### config.mk
export PLATFORM = sky130hd
export DESIGN_NAME = asf_core
export DESIGN_NICKNAME = d
export VERILOG_FILES = /design/src/hdl/asf_pkg.sv /design/src/hdl/asf_adder.sv /design/src/hdl/asf_core.sv
export VERILOG_INCLUDE_DIRS = /design/src /design/src/hdl
export SDC_FILE = /design/constraint.sdc
export NUM_CORES = 1
export LEC_CHECK = 0
export ABC_AREA = 1
export BUFFER_PORTS_ARGS = -buffer_cell sky130_fd_sc_hd__buf_2
export CAP_MARGIN = 30
export CORE_MARGIN = 10
export CORE_UTILIZATION = 30
export CTS_CLUSTER_DIAMETER = 120
export CTS_CLUSTER_SIZE = 25
export DETAILED_ROUTE_END_ITERATION = 16
export PLACE_DENSITY = 0.47
export SETUP_SLACK_MARGIN = 0.05
export SYNTH_ARGS = -nofsm -noshare
export SYNTH_HDL_FRONTEND = slang
export SYNTH_HIERARCHICAL = 1
export SYNTH_SLANG_ARGS = --single-unit
### constraint.sdc
create_clock -name core_clk -period 5.05 [get_ports core_clk]
set_input_delay 1.01 -clock core_clk [delete_from_list [all_inputs] [get_ports core_clk]]
set_output_delay 1.01 -clock core_clk [all_outputs]
set_load 0.02 [all_outputs]
### src/hdl/asf_consts.svh
// Purpose: Offsets, field positions and reset values of the arithmetic status block.
// Assumes: Included by bare name from design files.
// Notes: Definitions only.
`ifndef ASF_CONSTS_SVH
`define ASF_CONSTS_SVH
`define ASF_STATUS_OFS 8'h04
`define ASF_INSTR_OFS 8'h08
`define ASF_OPER_OFS 8'h09
`define ASF_RESULT_OFS 8'h0a
`define ASF_WORKING_REGISTER_OFS 8'h0b
`define ASF_FILE_OFS 8'h0c
`define ASF_PTR0_OFS 8'h0d
`define ASF_PTR1_OFS 8'h0e
`define ASF_CARRY_BIT 0
`define ASF_HALF_BIT 1
`define ASF_ZERO_BIT 2
`define ASF_OVF_BIT 3
`define ASF_STATUS_RST 8'h00
`define ASF_MODE_DEC 2'h0
`define ASF_MODE_INC 2'h1
`endif

### src/hdl/asf_pkg.sv
// Purpose: Types of the arithmetic status block.
// Assumes: None.
// Notes: Opcodes are written to the instruction register.
package asf_pkg;
  typedef enum logic [3:0] {
    ASF_OP_NOP, ASF_OP_ADD, ASF_OP_SUB, ASF_OP_AND, ASF_OP_IOR, ASF_OP_XOR,
    ASF_OP_INC, ASF_OP_DEC, ASF_OP_COM, ASF_OP_RLC, ASF_OP_RRC, ASF_OP_CLR,
    ASF_OP_MOV, ASF_OP_IND
  } asf_op_e;
  typedef struct packed {
    logic [3:0] op;
    logic use_lit;
    logic dest_file;
    logic single_on_file;
  } asf_instr_s;
endpackage

### src/hdl/asf_adder.sv
// Purpose: 8-bit adder giving half, full carry and signed overflow.
// Assumes: Purely combinational.
// Notes: Subtraction is fed the complemented operand with carry in set.
`timescale 1ns/1ns
`default_nettype none
module asf_adder #(
  parameter int WIDTH = 8
) (
  input wire logic [WIDTH-1:0] a,
  input wire logic [WIDTH-1:0] b,
  input wire logic cin,
  output logic [WIDTH-1:0] sum,
  output logic half,
  output logic carry,
  output logic ovf
);
  logic [4:0] lo;
  logic [WIDTH:0] full;
  if (WIDTH != 8) begin : g_width_check
    $error("asf_adder serves 8 bits only");
  end
  always_comb begin
    lo = {1'b0, a[3:0]} + {1'b0, b[3:0]} + {4'h0, cin};
    full = {1'b0, a} + {1'b0, b} + {{WIDTH{1'b0}}, cin};
    sum = full[WIDTH-1:0];
    half = lo[4];
    carry = full[WIDTH];
    ovf = (a[WIDTH-1] == b[WIDTH-1]) && (sum[WIDTH-1] != a[WIDTH-1]);
  end
endmodule
`default_nettype wire

### src/hdl/asf_core.sv
// Purpose: Arithmetic status register, flag generation and pointer update modes.
// Assumes: One instruction per write to the instruction register.
// Notes: Registers reached over a plain strobe port, read data one cycle later.
//
// The plain strobed port is this design's own decision.
`timescale 1ns/1ns
`default_nettype none
`include "asf_consts.svh"
module asf_core (
  input wire logic core_clk,
  input wire logic srst,
  input wire logic [7:0] addr,
  input wire logic [7:0] wdata,
  input wire logic wr_stb,
  input wire logic rd_stb,
  output logic [7:0] rdata,
  output logic [7:0] arith_status_register,
  output logic [7:0] indirect_pointer_zero,
  output logic [7:0] indirect_pointer_one
);
  typedef struct packed {
    logic [7:0] status;
    logic [7:0] instr;
    logic [7:0] oper;
    logic [7:0] result;
    logic [7:0] working_register;
    logic [7:0] file;
    logic [7:0] ptr0;
    logic [7:0] ptr1;
    logic [7:0] rdata;
  } asf_state_s;

  asf_state_s st_q;
  asf_state_s st_d;
  asf_pkg::asf_instr_s ins;
  logic [7:0] src_a;
  logic [7:0] src_b;
  logic [7:0] add_b;
  logic add_cin;
  logic [7:0] sum;
  logic half;
  logic carry;
  logic ovf;

  function automatic logic [7:0] ptr_step(input logic [7:0] p, input logic [1:0] mode);
    logic [7:0] r;
    r = p;
    if (mode == `ASF_MODE_DEC) begin
      r = p - 8'h01;
    end else if (mode == `ASF_MODE_INC) begin
      r = p + 8'h01;
    end
    return r;
  endfunction

  // Bit 1 of the instruction word carries nothing, so it is left out of the decode.
  assign ins = asf_pkg::asf_instr_s'({wdata[7:4], wdata[3], wdata[2], wdata[0]});

  always_comb begin
    // Working register is one side, except for increment and decrement on the file register; literal or file register the other.
    src_a = st_q.working_register;
    src_b = ins.use_lit ? st_q.oper : st_q.file;
    if (ins.op == asf_pkg::ASF_OP_SUB) begin
      add_b = ~st_q.working_register;
      add_cin = 1'b1;
      src_a = src_b;
    end else if (ins.op == asf_pkg::ASF_OP_INC || ins.op == asf_pkg::ASF_OP_DEC) begin
      src_a = ins.single_on_file ? st_q.file : st_q.working_register;
      add_b = (ins.op == asf_pkg::ASF_OP_DEC) ? 8'hff : 8'h00;
      add_cin = (ins.op == asf_pkg::ASF_OP_INC);
    end else begin
      add_b = src_b;
      add_cin = 1'b0;
    end
  end

  asf_adder #(.WIDTH(8)) u_add (
    .a(src_a),
    .b(add_b),
    .cin(add_cin),
    .sum(sum),
    .half(half),
    .carry(carry),
    .ovf(ovf)
  );

  always_comb begin
    logic [7:0] res;
    logic [7:0] single;
    logic [7:0] st;
    logic fz;
    logic fh;
    logic fc;
    logic fo;
    res = 8'h00;
    single = ins.single_on_file ? st_q.file : st_q.working_register;
    st = st_q.status;
    fz = 1'b0;
    fh = 1'b0;
    fc = 1'b0;
    fo = 1'b0;
    st_d = st_q;
    st_d.rdata = 8'h00;
    if (rd_stb) begin
      case (addr)
        `ASF_STATUS_OFS: st_d.rdata = st_q.status;
        `ASF_INSTR_OFS: st_d.rdata = st_q.instr;
        `ASF_OPER_OFS: st_d.rdata = st_q.oper;
        `ASF_RESULT_OFS: st_d.rdata = st_q.result;
        `ASF_WORKING_REGISTER_OFS: st_d.rdata = st_q.working_register;
        `ASF_FILE_OFS: st_d.rdata = st_q.file;
        `ASF_PTR0_OFS: st_d.rdata = st_q.ptr0;
        `ASF_PTR1_OFS: st_d.rdata = st_q.ptr1;
        default: st_d.rdata = 8'h00;
      endcase
    end
    if (wr_stb) begin
      case (addr)
        `ASF_STATUS_OFS: st_d.status = wdata;
        `ASF_OPER_OFS: st_d.oper = wdata;
        `ASF_WORKING_REGISTER_OFS: st_d.working_register = wdata;
        `ASF_FILE_OFS: st_d.file = wdata;
        `ASF_PTR0_OFS: st_d.ptr0 = wdata;
        `ASF_PTR1_OFS: st_d.ptr1 = wdata;
        `ASF_INSTR_OFS: begin
          st_d.instr = wdata;
          case (asf_pkg::asf_op_e'(ins.op))
            asf_pkg::ASF_OP_ADD: begin
              res = sum;
              fh = half;
              fc = carry;
              fo = ovf;
              fz = (res == 8'h00);
              st = {st[7:4], fo, fz, fh, fc};
            end
            asf_pkg::ASF_OP_SUB: begin
              // Carry set means no borrow, so it is the raw adder carry.
              res = sum;
              st = {st[7:4], ovf, (res == 8'h00), half, carry};
            end
            asf_pkg::ASF_OP_INC, asf_pkg::ASF_OP_DEC: begin
              res = sum;
              st = {st[7:4], ovf, (res == 8'h00), half, carry};
            end
            asf_pkg::ASF_OP_AND: begin
              res = st_q.working_register & src_b;
              st[`ASF_ZERO_BIT] = (res == 8'h00);
            end
            asf_pkg::ASF_OP_IOR: begin
              res = st_q.working_register | src_b;
              st[`ASF_ZERO_BIT] = (res == 8'h00);
            end
            asf_pkg::ASF_OP_XOR: begin
              res = st_q.working_register ^ src_b;
              st[`ASF_ZERO_BIT] = (res == 8'h00);
            end
            asf_pkg::ASF_OP_COM: begin
              res = ~single;
              st[`ASF_ZERO_BIT] = (res == 8'h00);
            end
            asf_pkg::ASF_OP_RLC: begin
              res = {single[6:0], st_q.status[`ASF_CARRY_BIT]};
              st[`ASF_CARRY_BIT] = single[7];
            end
            asf_pkg::ASF_OP_RRC: begin
              res = {st_q.status[`ASF_CARRY_BIT], single[7:1]};
              st[`ASF_CARRY_BIT] = single[0];
            end
            asf_pkg::ASF_OP_CLR: begin
              res = 8'h00;
              st[`ASF_ZERO_BIT] = 1'b1;
            end
            asf_pkg::ASF_OP_MOV: begin
              res = src_b;
            end
            asf_pkg::ASF_OP_IND: begin
              st_d.ptr0 = ptr_step(st_q.ptr0, st_q.status[5:4]);
              st_d.ptr1 = ptr_step(st_q.ptr1, st_q.status[7:6]);
            end
            default: res = st_q.result;
          endcase
          // Codes past the last defined opcode must not fall through into a result write.
          if (ins.op >= asf_pkg::ASF_OP_ADD && ins.op <= asf_pkg::ASF_OP_MOV) begin
            st_d.result = res;
            st_d.status = st;
            if (ins.dest_file) begin
              if (ins.op == asf_pkg::ASF_OP_CLR) begin
                // Clearing the status register itself: modes zero, zero flag set.
                st_d.status = {4'h0, st_q.status[3], 1'b1, st_q.status[1:0]};
              end else if (ins.op == asf_pkg::ASF_OP_AND || ins.op == asf_pkg::ASF_OP_IOR ||
                           ins.op == asf_pkg::ASF_OP_XOR || ins.op == asf_pkg::ASF_OP_COM) begin
                st_d.status = {res[7:3], st[2], res[1:0]};
              end else if (ins.op == asf_pkg::ASF_OP_MOV) begin
                st_d.status = res;
              end else begin
                // Flag-setting instructions keep computed zero, half and carry.
                st_d.status = {res[7:3], st[2:0]};
              end
            end else if (ins.single_on_file) begin
              st_d.file = res;
            end else begin
              st_d.working_register = res;
            end
          end
        end
        default: st_d.status = st_q.status;
      endcase
    end
    if (srst) begin
      st_d = '0;
      st_d.status = `ASF_STATUS_RST;
    end
  end

  always_ff @(posedge core_clk) begin
    st_q <= st_d;
  end

  assign rdata = st_q.rdata;
  assign arith_status_register = st_q.status;
  assign indirect_pointer_zero = st_q.ptr0;
  assign indirect_pointer_one = st_q.ptr1;
endmodule
`default_nettype wire

==> results.md, run 1 <==
- Top Ports: 52
- Final instance area: ~6700 um2
- Core Area: roughly 20000 um2
- Clock tree sinks: 72
- Vias in the first global route: 6225
- Die Height: 163 um
- Setup Skew: 0.0117 ns
- Relative slew slack: 0.500
- Combinational Power Share: 0.148
- Asr flop ratio synth: 0
- Worst Hold Class: reg2reg
- Period utilisation layout: 0.831
- CTS tree: built
- Routed WL: between 20000 and 25000 um
- # setup viols final: 0
- Initial Util: 0.305
- Vias/cell: between 5 and 6
- Largest net degree at the start of global routing: 42
- First-pass GRT wire length: approximately 37000 um
- Endpoints failing hold: 0
- Net Sw Power: 443 uW
- Post-layout min period: between 4 and 5 ns
- Grt ovf: 0
- Critical path required time: about 5.3 ns
- Final ANT Viol Nets: 0
- Tightest Pin Transition: 0.748 ns
- Critical path class: in2reg
- Share of layout cells above drive strength 1: 0.112
- Worst hold slack: about 0.47 ns
- Worst Path Buf+Inv: 3
- Area share of the largest cell type after synthesis: 0.235
- Syn nets: 1045
- Register area share after synthesis: 0.235
- Internal Dissipation: between 900 and 1000 uW
- DR iter-0 viols: around 650
- Fin. max-slew vios: 0
- Via count: about 6500
- CP max FO: 8
- Ys Warns: 6
- ANT cells: 0
- Flop pwr share: 0.402
- Clock-pin slew on the worst setup and hold paths: roughly 0.060 ns
- Cell Rows: 52
- Leading post-synthesis cells by cell area: dfxtp_1, nand2_1, inv_1
- Cell taking the most area after synthesis: dfxtp_1
- First-pass detailed-route iteration total: 6
- Top delay family on crit path: simple AND/OR/NAND/NOR gates
- Ys flop type: dfxtp_1
- RSZ-0062 raised after global routing: no
- Number of synthesized flops with an enable pin: 0
- Mapped Area: just over 6000 um2
- Crit path top cell by count: nand2_1
- Setup TNS: 0 ns
- Die area: 26600 um2
- All-Layer GR Usage: 0.182
- Clk_lat worst skew: between 0.3 and 0.4 ns
- Initial antenna violation count: 0
- Worst EP arrival: around 4.5 ns
- Resized cells post-CTS: 0
- CTS max path bufs: 2
- CTS Root Cell: clkbuf_16
- Power Density: around 210 nW/um2
- Status: finished, final reports clean
- TritonCTS buffer count: 9
- Max-cap check violation count: 0
- DRC: 0
- WL per Instance: between 15 and 20 um
- # hold bufs at CTS: 0
- Crit-path max cell delay: between 0.5 and 0.6 ns
- RePlAce Congestion: 0.987
- Syn avg cell area: ~6.2 um2
- Cells after synthesis: roughly 1000
- # H-tree levels: 3
- Crit-path slowest cell: a21oi_1
- Crit path capture type: flop
- Die width: between 150 and 200 um
- Clk pwr share: 0.450
- Setup bufs post-CTS: 0
- Placed Area: between 6000 and 7000 um2
- DP HPWL: approximately 20000 um
- Yosys reg bits: just over 70
- Max Fclk: approximately 240 MHz
- Leakage: a little over 0.003 uW
- Worst VDD drop: between 0.1 and 0.15 mV
- Port buffer count: 51
- Nets@finish: ~1100
- Area Growth Syn to Fin: 8.96%
- Critical-path cell list: buf_2 > inv_1 > nand2_1 > nor2_1 > a21oi_1 > a22oi_1 > fa_1 > fa_1 > nand3_1 > nand2_2 > nand2_1 > a21o_1 > nand2_1 > nor2_1 > nand2_1 > nor2_1 > a21oi_1 > nand2_1 > inv_1 > nand2_1 > nand2_1 > nand2_1 > nand3_1 > a21oi_1
- Library cells used by synthesis: 48
- Critical Path Source Type: input port
- Net Sw Frac: 0.312
-- per-stage QoR --
step | util | setup slack (ns) | power [uW] | std cells
floorplan | - | 0.929 | 720 | 986
global placement | 0.318 | 0.567 | 792 | 1257
detailed placement | 0.318 | 0.545 | 790 | 1257
CTS | 0.332 | 0.897 | 1430 | 1273
global route | 0.332 | 0.592 | 1470 | 1273
finish | 0.332 | 0.855 | 1420 | 1273
-- cells by family after synthesis --
family	count (synthesis)	synth area share
buffers and inverters	207	0.154
flip-flops	72	0.235
XOR/XNOR	11	0.0169
AO/OA/AOI/OAI	257	0.232
AND/OR/NAND/NOR	400	0.278
adder cells (fa/ha/maj)	39	0.0843
-- registers in the layout, summed over array words and instances (netlist names) --
register,cells
indirect_pointer_one,8
rdata,8
indirect_pointer_zero,8
arith_status_register,8
st_q,40
-- cell usage in the layout, fill, tap and decap left out, types with 3 or more instances in the layout --
cell type,synthesis,routed
a211oi_1,3,3
nor2_1,96,96
nand4_1,11,11
dfxtp_1,72,72
buf_2,11,51
o21ai_0,95,95
a22oi_1,8,8
a211oi_2,4,4
ha_1,35,35
clkbuf_16,0,9
a21oi_1,98,98
o21ai_1,3,3
xnor2_1,6,6
clkinvlp_4,0,3
inv_1,143,143
o21a_1,3,3
a31oi_1,10,10
nand2_1,221,221
nand3_1,38,38
nor4_1,7,7
xor2_1,4,4
nand2_2,6,6
a21oi_2,3,3
o22ai_1,23,23
inv_2,6,6
nor2_2,6,6
fa_1,4,4
buf_4,33,6
-- cell usage after synthesis (2+ instances only) --
library cell / n
xnor2_1: 6
nand2_1: 221
ha_1: 35
inv_2: 6
dfxtp_1: 72
nor4_1: 7
buf_4: 33
nand4_1: 11
o21ai_0: 95
a21oi_2: 3
inv_1: 143
nor2_2: 6
nor2_1: 96
buf_2: 11
a211oi_1: 3
or2_2: 2
nand2_2: 6
a21oi_1: 98
xor2_1: 4
o21ai_2: 2
o21ai_1: 3
fa_1: 4
o22ai_1: 23
nor3_2: 2
o21a_1: 3
nand3_1: 38
clkbuf_1: 8
nor2_4: 2
nand3_2: 2
a31oi_1: 10
a211oi_2: 4
buf_6: 3
a22oi_1: 8
a221oi_1: 2
-- layer usage --
metal | global-route usage | wire length, um | vias to the layer above
li1 | - | - | 3213
met1 | 0.247 | 11400 | 2998
met2 | 0.286 | 10900 | 230
met3 | 0.0307 | 1480 | 34
met4 | 0.0586 | 577 | 0
met5 | 0 | 0 | -
-- power groups by stage --
| stage | Clock, uW | Sequential (uW) | Combinational (uW) |
|---|---|---|---|
| 6_report | 639 | 571 | 210 |
| 5_1_grt | 666 | 571 | 233 |
| 4_1_cts | 648 | 571 | 207 |
| 3_5_place_dp | 0 | 584 | 206 |
| 3_3_place_gp | 0 | 584 | 208 |
| 2_1_floorplan | 0 | 583 | 137 |
-- final cells by class --
cell class,instances,area (um2)
timing repair buffer,57,300
sequential,72,1440
clock inverter,5,40.0
clock buffer,11,243
fill,2373,13500
tap,270,338
multi-input combinational,707,3760
inverter,151,574
-- worst register-to-register path: stages (launching register included) --
cell and delay, ns:
dfxtp_1 0.35, inv_1 0.21, o21ai_0 0.11, buf_4 0.17, a21oi_1 0.15, a21oi_1 0.08, fa_1 0.48, fa_1 0.41
nand3_1 0.11, nand2_2 0.09, nand2_1 0.10, a21o_1 0.11, nand2_1 0.06, nor2_1 0.10, nand2_1 0.05, nor2_1 0.08
a21oi_1 0.07, nand2_1 0.09, inv_1 0.04, nand2_1 0.07, nand2_1 0.05, nand2_1 0.08, nand3_1 0.06, a21oi_1 0.12
-- path summary, 6_finish.rpt --
path,startpoint,end,slack [ns],depth (start not counted)
setup / recovery,wdata[6],arith_status_register[2],0.86,24
setup reg to reg,st_q[32],arith_status_register[2],1.72,23
hold reg to reg,st_q[58],st_q[58],0.47,2
hold / removal,st_q[58],st_q[58],0.47,2
No activity file was read; power rests on OpenSTA's default activity.
==> inputs of run 2 (changes only) <==
==> constraint.sdc (replaced) <==
create_clock -name core_clk -period 4.2 [get_ports core_clk]
set_input_delay 0.84 -clock core_clk [delete_from_list [all_inputs] [get_ports core_clk]]
set_output_delay 0.84 -clock core_clk [all_outputs]
set_load 0.02 [all_outputs]
==> results.md, run 2 (synthesized netlist as in run 1, its figures left out) <==
- Status: finished, final reports clean
- CTS Root Cell: clkbuf_16
- Crit path capture type: flop
- Power Density: 277 nW/um2 (+31%)
- # setup viols final: 0 (unchanged)
- Via count: 6546 (+1.1%)
- Largest net degree at the start of global routing: 42 (unchanged)
- Setup Skew: 0.0126 ns (+0.000817 ns)
- Worst hold slack: 0.459 ns (-0.00996 ns)
- Flop pwr share: 0.361 (-0.041)
- Most common cell after layout, fill and taps aside: nand2_1
- Vias/cell: 5.09 (+0.15%)
- Critical Path Source Type: input port
- Vias in the first global route: 6155 (-1.1%)
- Clock-pin slew on the worst setup and hold paths: 0.07 ns (about the same)
- CP max FO: 16 (+8)
- Most frequent cells in the layout: nand2_1, inv_1, a21oi_1
- Setup bufs post-CTS: 0 (unchanged)
- Worst Hold Class: reg2reg
- # hold bufs at CTS: 0 (unchanged)
- Setup TNS: 0 ns (unchanged)
- Initial antenna violation count: 0 (unchanged)
- Tightest Pin Transition: 0.703 ns (-0.0445 ns)
- TritonCTS buffer count: 9 (unchanged)
- Clk pwr share: 0.500 (+0.050)
- DP HPWL: 19700 um (+0.89%)
- All-Layer GR Usage: 0.183 (+0.000812)
- Cell Rows: 52 (unchanged)
- Clock tree sinks: 72 (unchanged)
- Internal Dissipation: 1350 uW (+38%)
- Port buffer count: 51 (unchanged)
- Clk_lat worst skew: 0.36 ns (about the same)
- Top Ports: 52 (unchanged)
- DRC: 0 (unchanged)
- Fin. max-slew vios: 0 (unchanged)
- Leakage: 0.00322 uW (+3.2%)
- CTS max path bufs: 2 (unchanged)
- First-pass GRT wire length: 37500 um (+0.80%)
- Routed WL: 24600 um (+0.64%)
- Net Sw Power: 549 uW (+24%)
- Max-cap check violation count: 0 (unchanged)
- Period utilisation layout: 0.873
- CTS tree: built
- ANT cells: 0 (unchanged)
- Area Growth Syn to Fin: 11.6%
- Largest register FFs: 40 (unchanged)
- Die area: 26600 um2 (unchanged)
- Largest Register: st_q
- Worst EP arrival: 3.95 ns (-0.52 ns)
- Endpoints failing hold: 0 (unchanged)
- Resized cells post-CTS: 0 (unchanged)
- # fillers: 2310 (-2.7%)
- # H-tree levels: 3 (unchanged)
- Net Sw Frac: 0.289 (-0.0230)
- RSZ-0062 raised after global routing: no
- Core Area: 20200 um2 (unchanged)
- Util after Layout: 0.340 (+0.00794)
- Max Fclk: between 200 and 300 MHz
- RePlAce Congestion: 0.960 (-2.7%)
- Die Height: 163 um (unchanged)
- Combinational Power Share: 0.139 (-0.009)
- Critical path required time: 4.48 ns (-0.85 ns)
- WL per Instance: 19.1 um (-0.30%)
- Pwr Total: 1900 uW (+34%)
- Relative slew slack: 0.526 (+0.0265)
- Nets@finish: 1069 (+1.1%)
- Post-layout min period: approximately 3.7 ns
- Final ANT Viol Nets: 0 (unchanged)
- DR iter-0 viols: 550 (-15%)
- Initial Util: 0.305 (unchanged)
- Grt ovf: 0 (unchanged)
- Die width: 163 um (unchanged)
- Worst VDD drop: 0.211 mV (+44%)
- First-pass detailed-route iteration total: 5 (-1)
- Share of layout cells above drive strength 1: 0.123 (+0.0115)
- Critical path class: in2reg
==> run 2: path summary, 6_finish.rpt <==
path	startpoint	to	slack (ns)	depth (start not counted)
worst max-delay path	wdata[4]	arith_status_register[2]	0.53	24
worst min-delay path	st_q[56]	st_q[56]	0.46	2
worst max register to register	st_q[32]	arith_status_register[2]	1.08	22
worst min register to register	st_q[56]	st_q[56]	0.46	2
==> run 2: power by group through the flow <==
stage	clock network (uW)	registers, uW	logic [uW]
global route	984	686	288
finish	950	686	263
floorplan	0	701	164
detailed placement	0	702	258
global placement	0	702	260
CTS	963	686	259
==> run 2: stage by stage <==
step / worst slack (ns) / instance area [um2] / std cells
after global routing: 0.247 / 6850 / 1285
after CTS: 0.566 / 6850 / 1285
after global placement: 0.262 / 6500 / 1269
final: 0.534 / 6850 / 1285
after floorplan: 0.249 / 6140 / 986
after detailed placement: 0.206 / 6500 / 1269
==> run 2: final cells by class <==
type | count | area [um2] | area share
inverters | 151 | 574 | 0.0838
multi-input cells | 707 | 3760 | 0.548
well taps | 270 | 338 | 0.0493
clock inverters | 7 | 128 | 0.0186
repair buffers | 69 | 390 | 0.0570
clock buffers | 9 | 225 | 0.0329
flip-flops and latches | 72 | 1440 | 0.210
==> run 2: worst max-delay path: stages <==
cell and delay [ns]:
buf_2 0.14, inv_1 0.07, nand2_1 0.10, nor2_1 0.24, buf_4 0.25, a21oi_1 0.12
fa_1 0.49, fa_1 0.42, nand3_1 0.11, nand2_2 0.09, nand2_1 0.09, a21o_1 0.11
nand2_1 0.07, nor2_1 0.11, nand2_1 0.06, nor2_1 0.08, a21oi_1 0.07, nand2_1 0.09
inv_1 0.04, nand2_1 0.07, nand2_1 0.05, nand2_1 0.06, nand3_1 0.07, a21oi_1 0.11
==> run 2: layer usage <==
layer / global-route usage / part of all wire / vias to the layer above
met5: 0 / 0 / -
met4: 0.0512 / 0.020 / 0
met3: 0.0307 / 0.063 / 26
met2: 0.294 / 0.46 / 206
met1: 0.245 / 0.46 / 3063
li1: - / - / 3251
